### src/slpfs_pkg.sv
// Shared constants, level codes, pin functions and carrier types for the strap latch
package slpfs_pkg;

  ////////////////////////////////////////////////////////////////////////////////
  // Sizes
  localparam int PORT_COUNT = 4;   // Downstream ports 1 to 4
  localparam int PIN_FIRST  = 4;   // Lowest programmable pin number
  localparam int PIN_LAST   = 31;  // Highest programmable pin number
  localparam int LVL_W      = 3;   // Width of a detector level code
  localparam int PIN_IDX_W  = 5;   // Width of a pin number

  ////////////////////////////////////////////////////////////////////////////////
  // Resistor level codes from the analog detector
  localparam logic [2:0] LVL_WEAK_DOWN   = 3'h0;  // Weak pull-down
  localparam logic [2:0] LVL_WEAK_UP     = 3'h1;  // Weak pull-up
  localparam logic [2:0] LVL_STRONG_DOWN = 3'h2;  // Strong pull-down
  localparam logic [2:0] LVL_STRONG_UP   = 3'h3;  // Strong pull-up
  localparam logic [2:0] LVL_SHORT_GND   = 3'h4;  // Near short to ground

  ////////////////////////////////////////////////////////////////////////////////
  // Port masks, bit 0 is port 1
  localparam logic [3:0] MASK_NONE = 4'h0;  // No port
  localparam logic [3:0] MASK_P1   = 4'h1;  // Port 1
  localparam logic [3:0] MASK_P12  = 4'h3;  // Ports 1-2
  localparam logic [3:0] MASK_P123 = 4'h7;  // Ports 1-3
  localparam logic [3:0] MASK_ALL  = 4'hf;  // Ports 1-4

  ////////////////////////////////////////////////////////////////////////////////
  // Pin profiles
  typedef enum logic [1:0] {
    PROFILE_BRIDGE, PROFILE_AUDIO, PROFILE_SERIAL, PROFILE_FLEX
  } slpfs_profile_t;

  // Functions a programmable pin may carry
  typedef enum logic [5:0] {
    FN_GPIO, FN_DISCH_P1, FN_DISCH_P2,
    FN_CBLPWR_P1A, FN_CBLPWR_P1B, FN_CBLPWR_P2A, FN_CBLPWR_P2B,
    FN_PWR_P1, FN_PWR_P2, FN_PWR_P3, FN_PWR_P4,
    FN_FLASH_CS, FN_FLASH_CLK, FN_FLASH_D0, FN_FLASH_D1, FN_FLASH_D2, FN_FLASH_D3,
    FN_BRIDGE_SCL, FN_BRIDGE_SDA, FN_TARGET_SCL, FN_TARGET_SDA,
    FN_MICROPHONE_PLUG_DETECT, FN_AUDIO_IN, FN_AUDIO_WS, FN_AUDIO_OUT, FN_AUDIO_BCLK, FN_AUDIO_MCLK,
    FN_SER_RX, FN_SER_TX, FN_SER_CTS, FN_SER_DCD, FN_SER_RTS, FN_SER_DSR, FN_SER_DTR
  } slpfs_func_t;

  ////////////////////////////////////////////////////////////////////////////////
  // Carriers
  typedef struct packed {
    logic [3:0] dplus_port_off_strap;       // D+ disable straps, bit 0 is port 1
    logic [3:0] dminus_port_off_strap;      // D- disable straps, bit 0 is port 1
    logic [2:0] fixed_port_count_strap;     // Non-removable level code
    logic [2:0] charging_port_count_strap;  // Charging level code
    logic [2:0] profile_strap_1;            // First pin-profile level code
    logic [2:0] profile_strap_2;            // Second pin-profile level code
  } slpfs_strap_t;

  typedef struct packed {
    logic [3:0]     hs_port_off;      // USB 2.0 port disabled
    logic [3:0]     ss_port_off;      // USB 3.0 port disabled
    logic [3:0]     fixed_ports;      // Non-removable ports
    logic [3:0]     charging_ports;   // Charging enabled ports
    slpfs_profile_t profile;          // Chosen pin profile
    logic           profile_reserved; // Reserved strap combination seen
  } slpfs_cfg_t;

endpackage

### src/slpfs_strap_latch.sv
// Strap sampling, latching and default programmable pin function selection
module slpfs_strap_latch
  import slpfs_pkg::*;
(
  // Clock and reset
  input  wire logic                               sys_clk,
  input  wire logic                               reset_n,
  // Strap levels
  input  wire slpfs_strap_t                       strap,
  // Pin mux override writes
  input  wire logic                               mux_write,
  input  wire logic [PIN_IDX_W-1:0]               mux_write_pin,
  input  wire slpfs_func_t                        mux_write_func,
  // Latched configuration
  output slpfs_cfg_t                              cfg,
  output slpfs_func_t [PIN_LAST:PIN_FIRST]        pin_func
);

  ////////////////////////////////////////////////////////////////////////////////
  // Level code helpers

  // Map unknown codes onto the weak pull-down setting
  function automatic logic [2:0] clean_level(input logic [2:0] lvl);
    case (lvl)
      LVL_WEAK_DOWN, LVL_WEAK_UP, LVL_STRONG_DOWN,
      LVL_STRONG_UP, LVL_SHORT_GND: clean_level = lvl;
      default:                      clean_level = LVL_WEAK_DOWN;
    endcase
  endfunction

  // Turn a five-level code into a port mask starting at port 1
  function automatic logic [3:0] level_mask(input logic [2:0] lvl);
    case (clean_level(lvl))
      LVL_WEAK_UP:     level_mask = MASK_P1;
      LVL_STRONG_DOWN: level_mask = MASK_P12;
      LVL_STRONG_UP:   level_mask = MASK_P123;
      LVL_SHORT_GND:   level_mask = MASK_ALL;
      default:         level_mask = MASK_NONE;
    endcase
  endfunction

  // Default function of one pin under one profile
  function automatic slpfs_func_t default_func(input slpfs_profile_t prof, input int pin);
    slpfs_func_t f;
    f = FN_GPIO;
    case (pin)
      4:  f = FN_DISCH_P2;
      5:  f = FN_DISCH_P1;
      8:  f = FN_CBLPWR_P1A;
      9:  f = FN_CBLPWR_P1B;
      10: f = FN_CBLPWR_P2A;
      11: f = FN_CBLPWR_P2B;
      13: f = FN_PWR_P4;
      15: f = FN_PWR_P2;
      16: f = FN_PWR_P3;
      17: f = FN_PWR_P1;
      20: f = FN_FLASH_CS;
      21: f = FN_FLASH_CLK;
      22: f = FN_FLASH_D0;
      23: f = FN_FLASH_D1;
      24: f = FN_FLASH_D2;
      25: f = FN_FLASH_D3;
      default: f = FN_GPIO;
    endcase
    // Profile dependent pins; untouched pins keep the fixed default above
    unique case (prof)
      PROFILE_BRIDGE: begin
        if (pin == 18) f = FN_BRIDGE_SCL;
        if (pin == 19) f = FN_BRIDGE_SDA;
        if (pin == 26) f = FN_TARGET_SCL;
        if (pin == 27) f = FN_TARGET_SDA;
      end
      PROFILE_AUDIO: begin
        if (pin == 7)  f = FN_MICROPHONE_PLUG_DETECT;
        if (pin == 14) f = FN_AUDIO_IN;
        if (pin == 18) f = FN_AUDIO_WS;
        if (pin == 19) f = FN_AUDIO_OUT;
        if (pin == 26) f = FN_AUDIO_BCLK;
        if (pin == 27) f = FN_AUDIO_MCLK;
        if (pin == 30) f = FN_BRIDGE_SCL;
        if (pin == 31) f = FN_BRIDGE_SDA;
      end
      PROFILE_SERIAL: begin
        if (pin == 6)  f = FN_SER_RX;
        if (pin == 7)  f = FN_SER_TX;
        if (pin == 14) f = FN_SER_CTS;
        if (pin == 18) f = FN_SER_DCD;
        if (pin == 19) f = FN_SER_RTS;
        if (pin == 26) f = FN_SER_DSR;
        if (pin == 27) f = FN_SER_DTR;
      end
      PROFILE_FLEX: f = f;
    endcase
    return f;
  endfunction

  ////////////////////////////////////////////////////////////////////////////////
  // Live decode of the straps

  wire logic [3:0]     port_off_live;     // Both disable straps high
  wire logic [2:0]     prof1_live;        // Cleaned first profile level
  wire logic [2:0]     prof2_live;        // Cleaned second profile level
  wire logic           prof_bad_live;     // Combination outside the four listed
  wire slpfs_profile_t profile_live;      // Profile chosen by straps
  wire slpfs_cfg_t     cfg_live;          // Full decoded configuration

  // Each line disables on a high; the port only when both lines do
  assign port_off_live = strap.dplus_port_off_strap & strap.dminus_port_off_strap;

  // Third profile strap has no input at all
  assign prof1_live    = clean_level(strap.profile_strap_1);
  assign prof2_live    = clean_level(strap.profile_strap_2);

  // Reserved combinations are flagged and fall back to profile 1
  assign prof_bad_live = (prof2_live != LVL_WEAK_DOWN) || (prof1_live == LVL_SHORT_GND);
  assign profile_live  = prof_bad_live ? PROFILE_BRIDGE : slpfs_profile_t'(prof1_live[1:0]);

  assign cfg_live.hs_port_off      = port_off_live;
  assign cfg_live.ss_port_off      = port_off_live;
  assign cfg_live.fixed_ports      = level_mask(strap.fixed_port_count_strap);
  assign cfg_live.charging_ports   = level_mask(strap.charging_port_count_strap);
  assign cfg_live.profile          = profile_live;
  assign cfg_live.profile_reserved = prof_bad_live;

  ////////////////////////////////////////////////////////////////////////////////
  // Latched configuration

  slpfs_cfg_t cfg_reg;  // Captured configuration

  // Track straps every cycle in reset, freeze at release
  always_ff @(posedge sys_clk) begin
    if (!reset_n) begin
      cfg_reg <= cfg_live;
    end
  end

  assign cfg = cfg_reg;

  ////////////////////////////////////////////////////////////////////////////////
  // Programmable pin functions

  wire logic write_ok;  // Override names a real pin outside reset

  assign write_ok = reset_n && mux_write &&
                    (mux_write_pin >= PIN_IDX_W'(PIN_FIRST));

  genvar gp;
  generate
    for (gp = PIN_FIRST; gp <= PIN_LAST; gp++) begin : g_pin
      wire slpfs_func_t def_func;     // Default for this pin from live straps
      wire logic        hit;          // Override aimed at this pin
      slpfs_func_t      func_reg;     // Current function

      assign def_func = default_func(profile_live, gp);
      assign hit      = write_ok && (mux_write_pin == PIN_IDX_W'(gp));

      // Default loads in reset, overrides take effect afterwards
      always_ff @(posedge sys_clk) begin
        if (!reset_n) begin
          func_reg <= def_func;
        end else if (hit) begin
          func_reg <= mux_write_func;
        end
      end

      assign pin_func[gp] = func_reg;
    end
  endgenerate

  ////////////////////////////////////////////////////////////////////////////////
  // Checks

  a_disable_latch: assert property (@(posedge sys_clk)
    reset_n && !$past(reset_n) |->
      cfg.hs_port_off == $past(strap.dplus_port_off_strap & strap.dminus_port_off_strap))
    else $error("port disable not latched from both straps");

  a_ss_follows_hs: assert property (@(posedge sys_clk) disable iff (!reset_n)
    cfg.ss_port_off == cfg.hs_port_off)
    else $error("USB 3.0 disable differs from USB 2.0 disable");

  a_fixed_latch: assert property (@(posedge sys_clk)
    reset_n && !$past(reset_n) && $past(strap.fixed_port_count_strap) == LVL_STRONG_UP
      |-> cfg.fixed_ports == MASK_P123)
    else $error("non-removable decode wrong");

  a_charge_latch: assert property (@(posedge sys_clk)
    reset_n && !$past(reset_n) && $past(strap.charging_port_count_strap) > LVL_SHORT_GND
      |-> cfg.charging_ports == MASK_NONE)
    else $error("unknown charging code not treated as weak pull-down");

  a_cfg_hold: assert property (@(posedge sys_clk) disable iff (!reset_n)
    $past(reset_n) |-> cfg == $past(cfg))
    else $error("latched configuration changed outside reset");

  a_profile_latch: assert property (@(posedge sys_clk)
    reset_n && !$past(reset_n) && $past(strap.profile_strap_2) == LVL_WEAK_DOWN &&
      $past(strap.profile_strap_1) == LVL_STRONG_DOWN |-> cfg.profile == PROFILE_SERIAL)
    else $error("profile 3 not chosen");

  a_fixed_pins: assert property (@(posedge sys_clk)
    reset_n && !$past(reset_n) |->
      pin_func[4] == FN_DISCH_P2 && pin_func[17] == FN_PWR_P1 &&
      pin_func[20] == FN_FLASH_CS && pin_func[12] == FN_GPIO)
    else $error("fixed pin default wrong");

  a_profile_pins: assert property (@(posedge sys_clk)
    reset_n && !$past(reset_n) |->
      (cfg.profile == PROFILE_BRIDGE) == (pin_func[26] == FN_TARGET_SCL) &&
      (cfg.profile == PROFILE_AUDIO) == (pin_func[30] == FN_BRIDGE_SCL))
    else $error("profile pin default wrong");

  a_override_write: assert property (@(posedge sys_clk) disable iff (!reset_n)
    write_ok && mux_write_pin == PIN_IDX_W'(9) |=> pin_func[9] == $past(mux_write_func))
    else $error("pin override not applied");

endmodule

### config.mk
export PLATFORM = sky130hd
export DESIGN_NAME = slpfs_strap_latch
export DESIGN_NICKNAME = d
export VERILOG_FILES = /design/src/slpfs_pkg.sv /design/src/slpfs_strap_latch.sv
export SDC_FILE = /design/constraint.sdc
export NUM_CORES = 1
export LEC_CHECK = 0
export BUFFER_PORTS_ARGS = -buffer_cell sky130_fd_sc_hd__buf_2
export CAP_MARGIN = 20
export CORE_MARGIN = 2
export CORE_UTILIZATION = 40
export CTS_CLUSTER_SIZE = 28
export DETAILED_ROUTE_END_ITERATION = 7
export GPL_ROUTABILITY_DRIVEN = 0
export PLACE_DENSITY_LB_ADDON = 0.08
export RECOVER_POWER = 100
export SYNTH_ARGS = -nofsm -noshare
export SYNTH_HDL_FRONTEND = slang
export SYNTH_SLANG_ARGS = --single-unit
### constraint.sdc
create_clock -name sys_clk -period 4.4 [get_ports sys_clk]
set_clock_uncertainty 0.2 [all_clocks]
set_input_delay 0.88 -clock sys_clk [delete_from_list [all_inputs] [get_ports sys_clk]]
set_output_delay 0.88 -clock sys_clk [all_outputs]
set_load 0.02 [all_outputs]
==> After elaboration in Yosys (flattened, before gate mapping) <==
Index checks and enable logic that the tools add are counted.
{ "classes": {"muxes": 34, "n_eq_ne": 65, "order_cmp": 1, "n_reduce_logical": 41, "n_bitwise": 1} }
{ "op_table": {"columns": ["operator", "count"], "rows": [
  ["two-way mux 6 bit", 18],
  ["one-hot mux 6 bit (4 select lines)", 4],
  ["== test 5 bit, second input constant", 16],
  ["== test 5 x 4 -> 1 bit, second input constant", 8],
  ["== test 3 x 2 -> 1 bit, second input constant", 12],
  ["one-hot mux 4 bit (4 select lines)", 2],
  ["logical AND 1 bit", 30],
  ["== test 3 bit, second input constant", 7],
  ["== test 5 x 3 -> 1 bit, second input constant", 4],
  ["one-hot mux 5 bit (2 select lines)", 2],
  ["OR reduction 5 bit", 4],
  ["== test 3 x 1 -> 1 bit, second input constant", 6],
  ["!= test 2 x 1 -> 1 bit, second input constant", 9],
  ["two-way mux 5 bit", 3],
  ["logical NOT 3 bit", 4],
  ["two-way mux 3 bit", 4],
  [">= comparator 5 x 3 -> 1 bit, second input constant", 1],
  ["bitwise AND 4 bit", 1],
  ["== test 2 bit, second input constant", 2],
  ["nonzero test 3 bit", 1],
  ["== test 2 x 1 -> 1 bit, second input constant", 1],
  ["logical NOT 2 bit", 1],
  ["two-way mux 2 bit", 1],
  ["logical OR 1 bit", 1]
]} }
{ "word_totals": {"word_cells": 175, "ff_bits": 183, "output_inout_bits": 187, "input_bits": 34} }

==> Depth between registers and ports, before layout <==
{ "depth": {"ltp_word": 9, "depth_mapped": 6, "depth_no_buf": 6} }

==> Worst setup path before layout <==
Ideal clock, no wire load.
{ "synth_path": {"kind": "in2reg", "start": "input port mux_write_pin[4]", "end": "register g_pin[7].func_reg[0], enable pin", "setup_time_ns": 0.377, "path_stages": 5, "setup_slack_ns": 1.672, "n_path_buf": 2, "required_time_ns": 3.823, "t_arrival_ns": 2.151, "path_cell_list": "and3b_1 > clkbuf_1 > clkbuf_1 > nand2_1 > o21ai_0"} }
{ "synth_via": {"elab_chain_cells": 4, "word_cells_on_any_way": 5, "cone_classes": "order compare (1); eq/ne (2); reduce/logical (2)"} }
{ "synth_lines": {"columns": ["element", "line_no", "source"], "rows": [
  ["from (decl)", "slpfs_strap_latch.sv:12", "input wire logic [PIN_IDX_W-1:0] mux_write_pin,"],
  [">= comparator 5 x 3 -> 1 bit", "slpfs_strap_latch.sv:145", "(mux_write_pin >= PIN_IDX_W'(PIN_FIRST));"],
  ["logical AND 1 bit", "slpfs_strap_latch.sv:144", "assign write_ok = reset_n && mux_write &&"],
  ["logical AND 1 bit (*)", "slpfs_strap_latch.sv:155", "assign hit = write_ok && (mux_write_pin == PIN_IDX_W'(gp));"],
  ["!= test 2 x 1 -> 1 bit (no source line) (*)", null, null],
  ["to (signal assigned)", "slpfs_strap_latch.sv:160", "func_reg <= def_func;"],
  ["to (signal assigned)", "slpfs_strap_latch.sv:162", "func_reg <= mux_write_func;"],
  ["to (decl)", "slpfs_strap_latch.sv:152", "slpfs_func_t func_reg;"]
]} }
Mark *: on every way between the ends. The rest lies on a longest branch, timed or not.
A chain may end at the register's enable or synchronous reset.

==> Worst setup path in the final report <==
{ "layout_path": {"start": "input port reset_n", "end": "register g_pin[19].func_reg[0], data pin"} }
{ "layout_via": {"elab_chain_cells": 1} }
{ "layout_lines": {"columns": ["element", "line_no", "source"], "rows": [
  ["from (decl)", "slpfs_strap_latch.sv:7", "input wire logic reset_n,"],
  ["two-way mux 6 bit", "slpfs_strap_latch.sv:159", "if (!reset_n) begin"],
  ["to (signal assigned)", "slpfs_strap_latch.sv:160", null],
  ["to (signal assigned)", "slpfs_strap_latch.sv:162", null],
  ["to (decl)", "slpfs_strap_latch.sv:152", null]
]} }
No other way between the ends.

==> metrics <==
Critical Path RT 4.45 ns; VDD IR-drop max 0.000307 V; htree depth 4; final setup violation count 0; CP top delay family buffers and inverters; first-pass GRT wire length 27600 um; Tmin final 3.27 ns; violated checks capacitance limit, slew limit; Starting Density 0.410; DP Cell Count 996; Detail Route Antenna Nets 0; initial antenna violation count 0; CTS clock-pin slew for the worst setup and hold paths 0.06 ns; slew margin rel. -0.174; Num Clock Sinks 183; Mapped Nets 627; synthesis-to-layout area growth 22.6%; biggest cell delay along the critical path 1.33 ns; Max Slew Vio Count 49; Total GRT Usage 0.203; Worst Max-Slew Pin Slew 1.76 ns; syn_area_per_cell 11.6 um2; pin count of the biggest net entering global routing 62; # Post-CTS Setup Buffers 0; cells resized by post-CTS repair 0; CTS tree yes; CP startpoint kind input pin; status complete, but fails checks; Vias 5035; Crit path buffers/inverters 2; grt ovf 0; final cell count without fillers 1027; most common cell after layout, fill and taps aside clkbuf_1; Fin. Hold Viols 0; # diodes 0; most frequent cells in the layout 197 x clkbuf_1, 120 x nand2_1, 114 x dfxtp_1, 88 x mux2i_1, 69 x edfxtp_1; Post-synth EDFFs 69; hold_buf cts 0; wire length per cell 18.2 um; Max Root-Sink Buffers 2; share of layout cells above drive strength 1 0.0781; Largest register FFs 168; post-route setup slack 1.13 ns; most frequent CP cell nand2_1; critical path class in2reg; vias in the first global route 4832; total negative slack 0 ns; DRT iter0 DRCs 315; max-cap violations 1; Yosys Warn Count 0; clk_lat worst skew 0.42 ns; Die Ht 135 um; post-synthesis cell count 589; post-synthesis register bit count 183; DR pass1 iterations 4; drt drc 0; type of destination of the critical path register; die area 18100 um2; leak pwr 3.42 nW; vias per inst 4.90; RSZ-0062 raised after global routing false; pwr dens 430 nW/um2; final wirelength 18700 um; Peak Freq 306 MHz; Port Buffers 220; Crit-path slowest cell inv_1; Detailed Place HPWL 13100 um; Setup WS pre-CTS 1.30 ns; Critical Path AT 3.32 ns; Final Util 0.503; top_reg_cell synth dfxtp_1; register area share after synthesis 0.637; mapped cell area 6830 um2; clk root buf clkbuf_16; final net count 833; hold slack 0.254 ns; cts bufs inserted 17; crit path cell chain buf_4, inv_1, nand2_1, nand2_1; crit path max fanout 61; Unique masters post-synth 47; core box area 16600 um2; HP Class reg2reg; FFs w/ async S/R, synth 0; Final Cycle Share 0.743; FP Rows 47; fillers 1625; Top Ports 221; die width 135 um
==> worst paths after layout <==
kind	cells after the start	endpoint	start	slack (ns)
max reg2reg	2	g_pin[8].func_reg[0]	g_pin[8].func_reg[0]	3.48
max	4	g_pin[19].func_reg[0]	reset_n	1.13
min reg2reg	2	g_pin[13].func_reg[2]	g_pin[13].func_reg[2]	0.25
min	2	g_pin[13].func_reg[2]	g_pin[13].func_reg[2]	0.25
==> cells in the mapped netlist (all sizes together), types with 4 or more instances <==
library cell,number,share of area
nor2,25,0.015
buf,18,0.014
nand3,16,0.012
o31a,5,0.0064
mux2i,88,0.13
dfxtp,114,0.33
and2,7,0.0064
ha,4,0.0073
edfxtp,69,0.30
inv,18,0.0099
o21ai,27,0.020
nand2,120,0.066
o211ai,9,0.0099
clkbuf,20,0.011
nand4,5,0.0046
==> area by class of cell <==
| class | count | area (um2) | area share |
|---|---|---|---|
| Sequential cell | 183 | 4350 | 0.520 |
| Multi-Input combinational cell | 348 | 2220 | 0.265 |
| Timing Repair Buffer | 225 | 887 | 0.106 |
| Clock buffer | 19 | 433 | 0.0517 |
| Tap cell | 220 | 275 | 0.0329 |
| Clock inverter | 12 | 128 | 0.0152 |
| Inverter | 20 | 75.1 | 0.00896 |
==> power by group <==
| group | leakage, nW | switching [mW] | internal (mW) |
|---|---|---|---|
| Clock | 0.259 | 0.635 | 0.831 |
| Sequential | 1.59 | 0.0209 | 1.83 |
| Combinational | 1.57 | 0.222 | 0.0622 |
| Total | 3.42 | 0.878 | 2.72 |
==> metal layers <==
metal  track usage  up-vias  part of all wire
met4        0.0556        0             0.013
met2         0.333      178              0.48
met5             0        -                 0
li1              -     2445                 -
met1         0.255     2391              0.43
met3        0.0709       21             0.074
==> through the flow <==
stage	area, um2	power, mW
after floorplan	6830	2.07
after CTS	8630	3.65
after global placement	8060	2.19
after detailed placement	8070	2.19
final	8380	3.60
after global routing	8380	3.71
==> worst register-to-register path, stage by stage (launching register included) <==
cell      delay [ns]
dfxtp_1         0.31
a211oi_1        0.20
a21oi_1         0.07
==> cells by family after synthesis <==
family	after synthesis	synth area share
adder cells (fa/ha/maj)	4	0.00733
XOR/XNOR	2	0.00256
multiplexers	91	0.134
AO/OA/AOI/OAI	51	0.0473
buffers and inverters	58	0.0357
AND/OR/NAND/NOR	200	0.136
flip-flops	183	0.637
(Power assumes the default switching activity.)
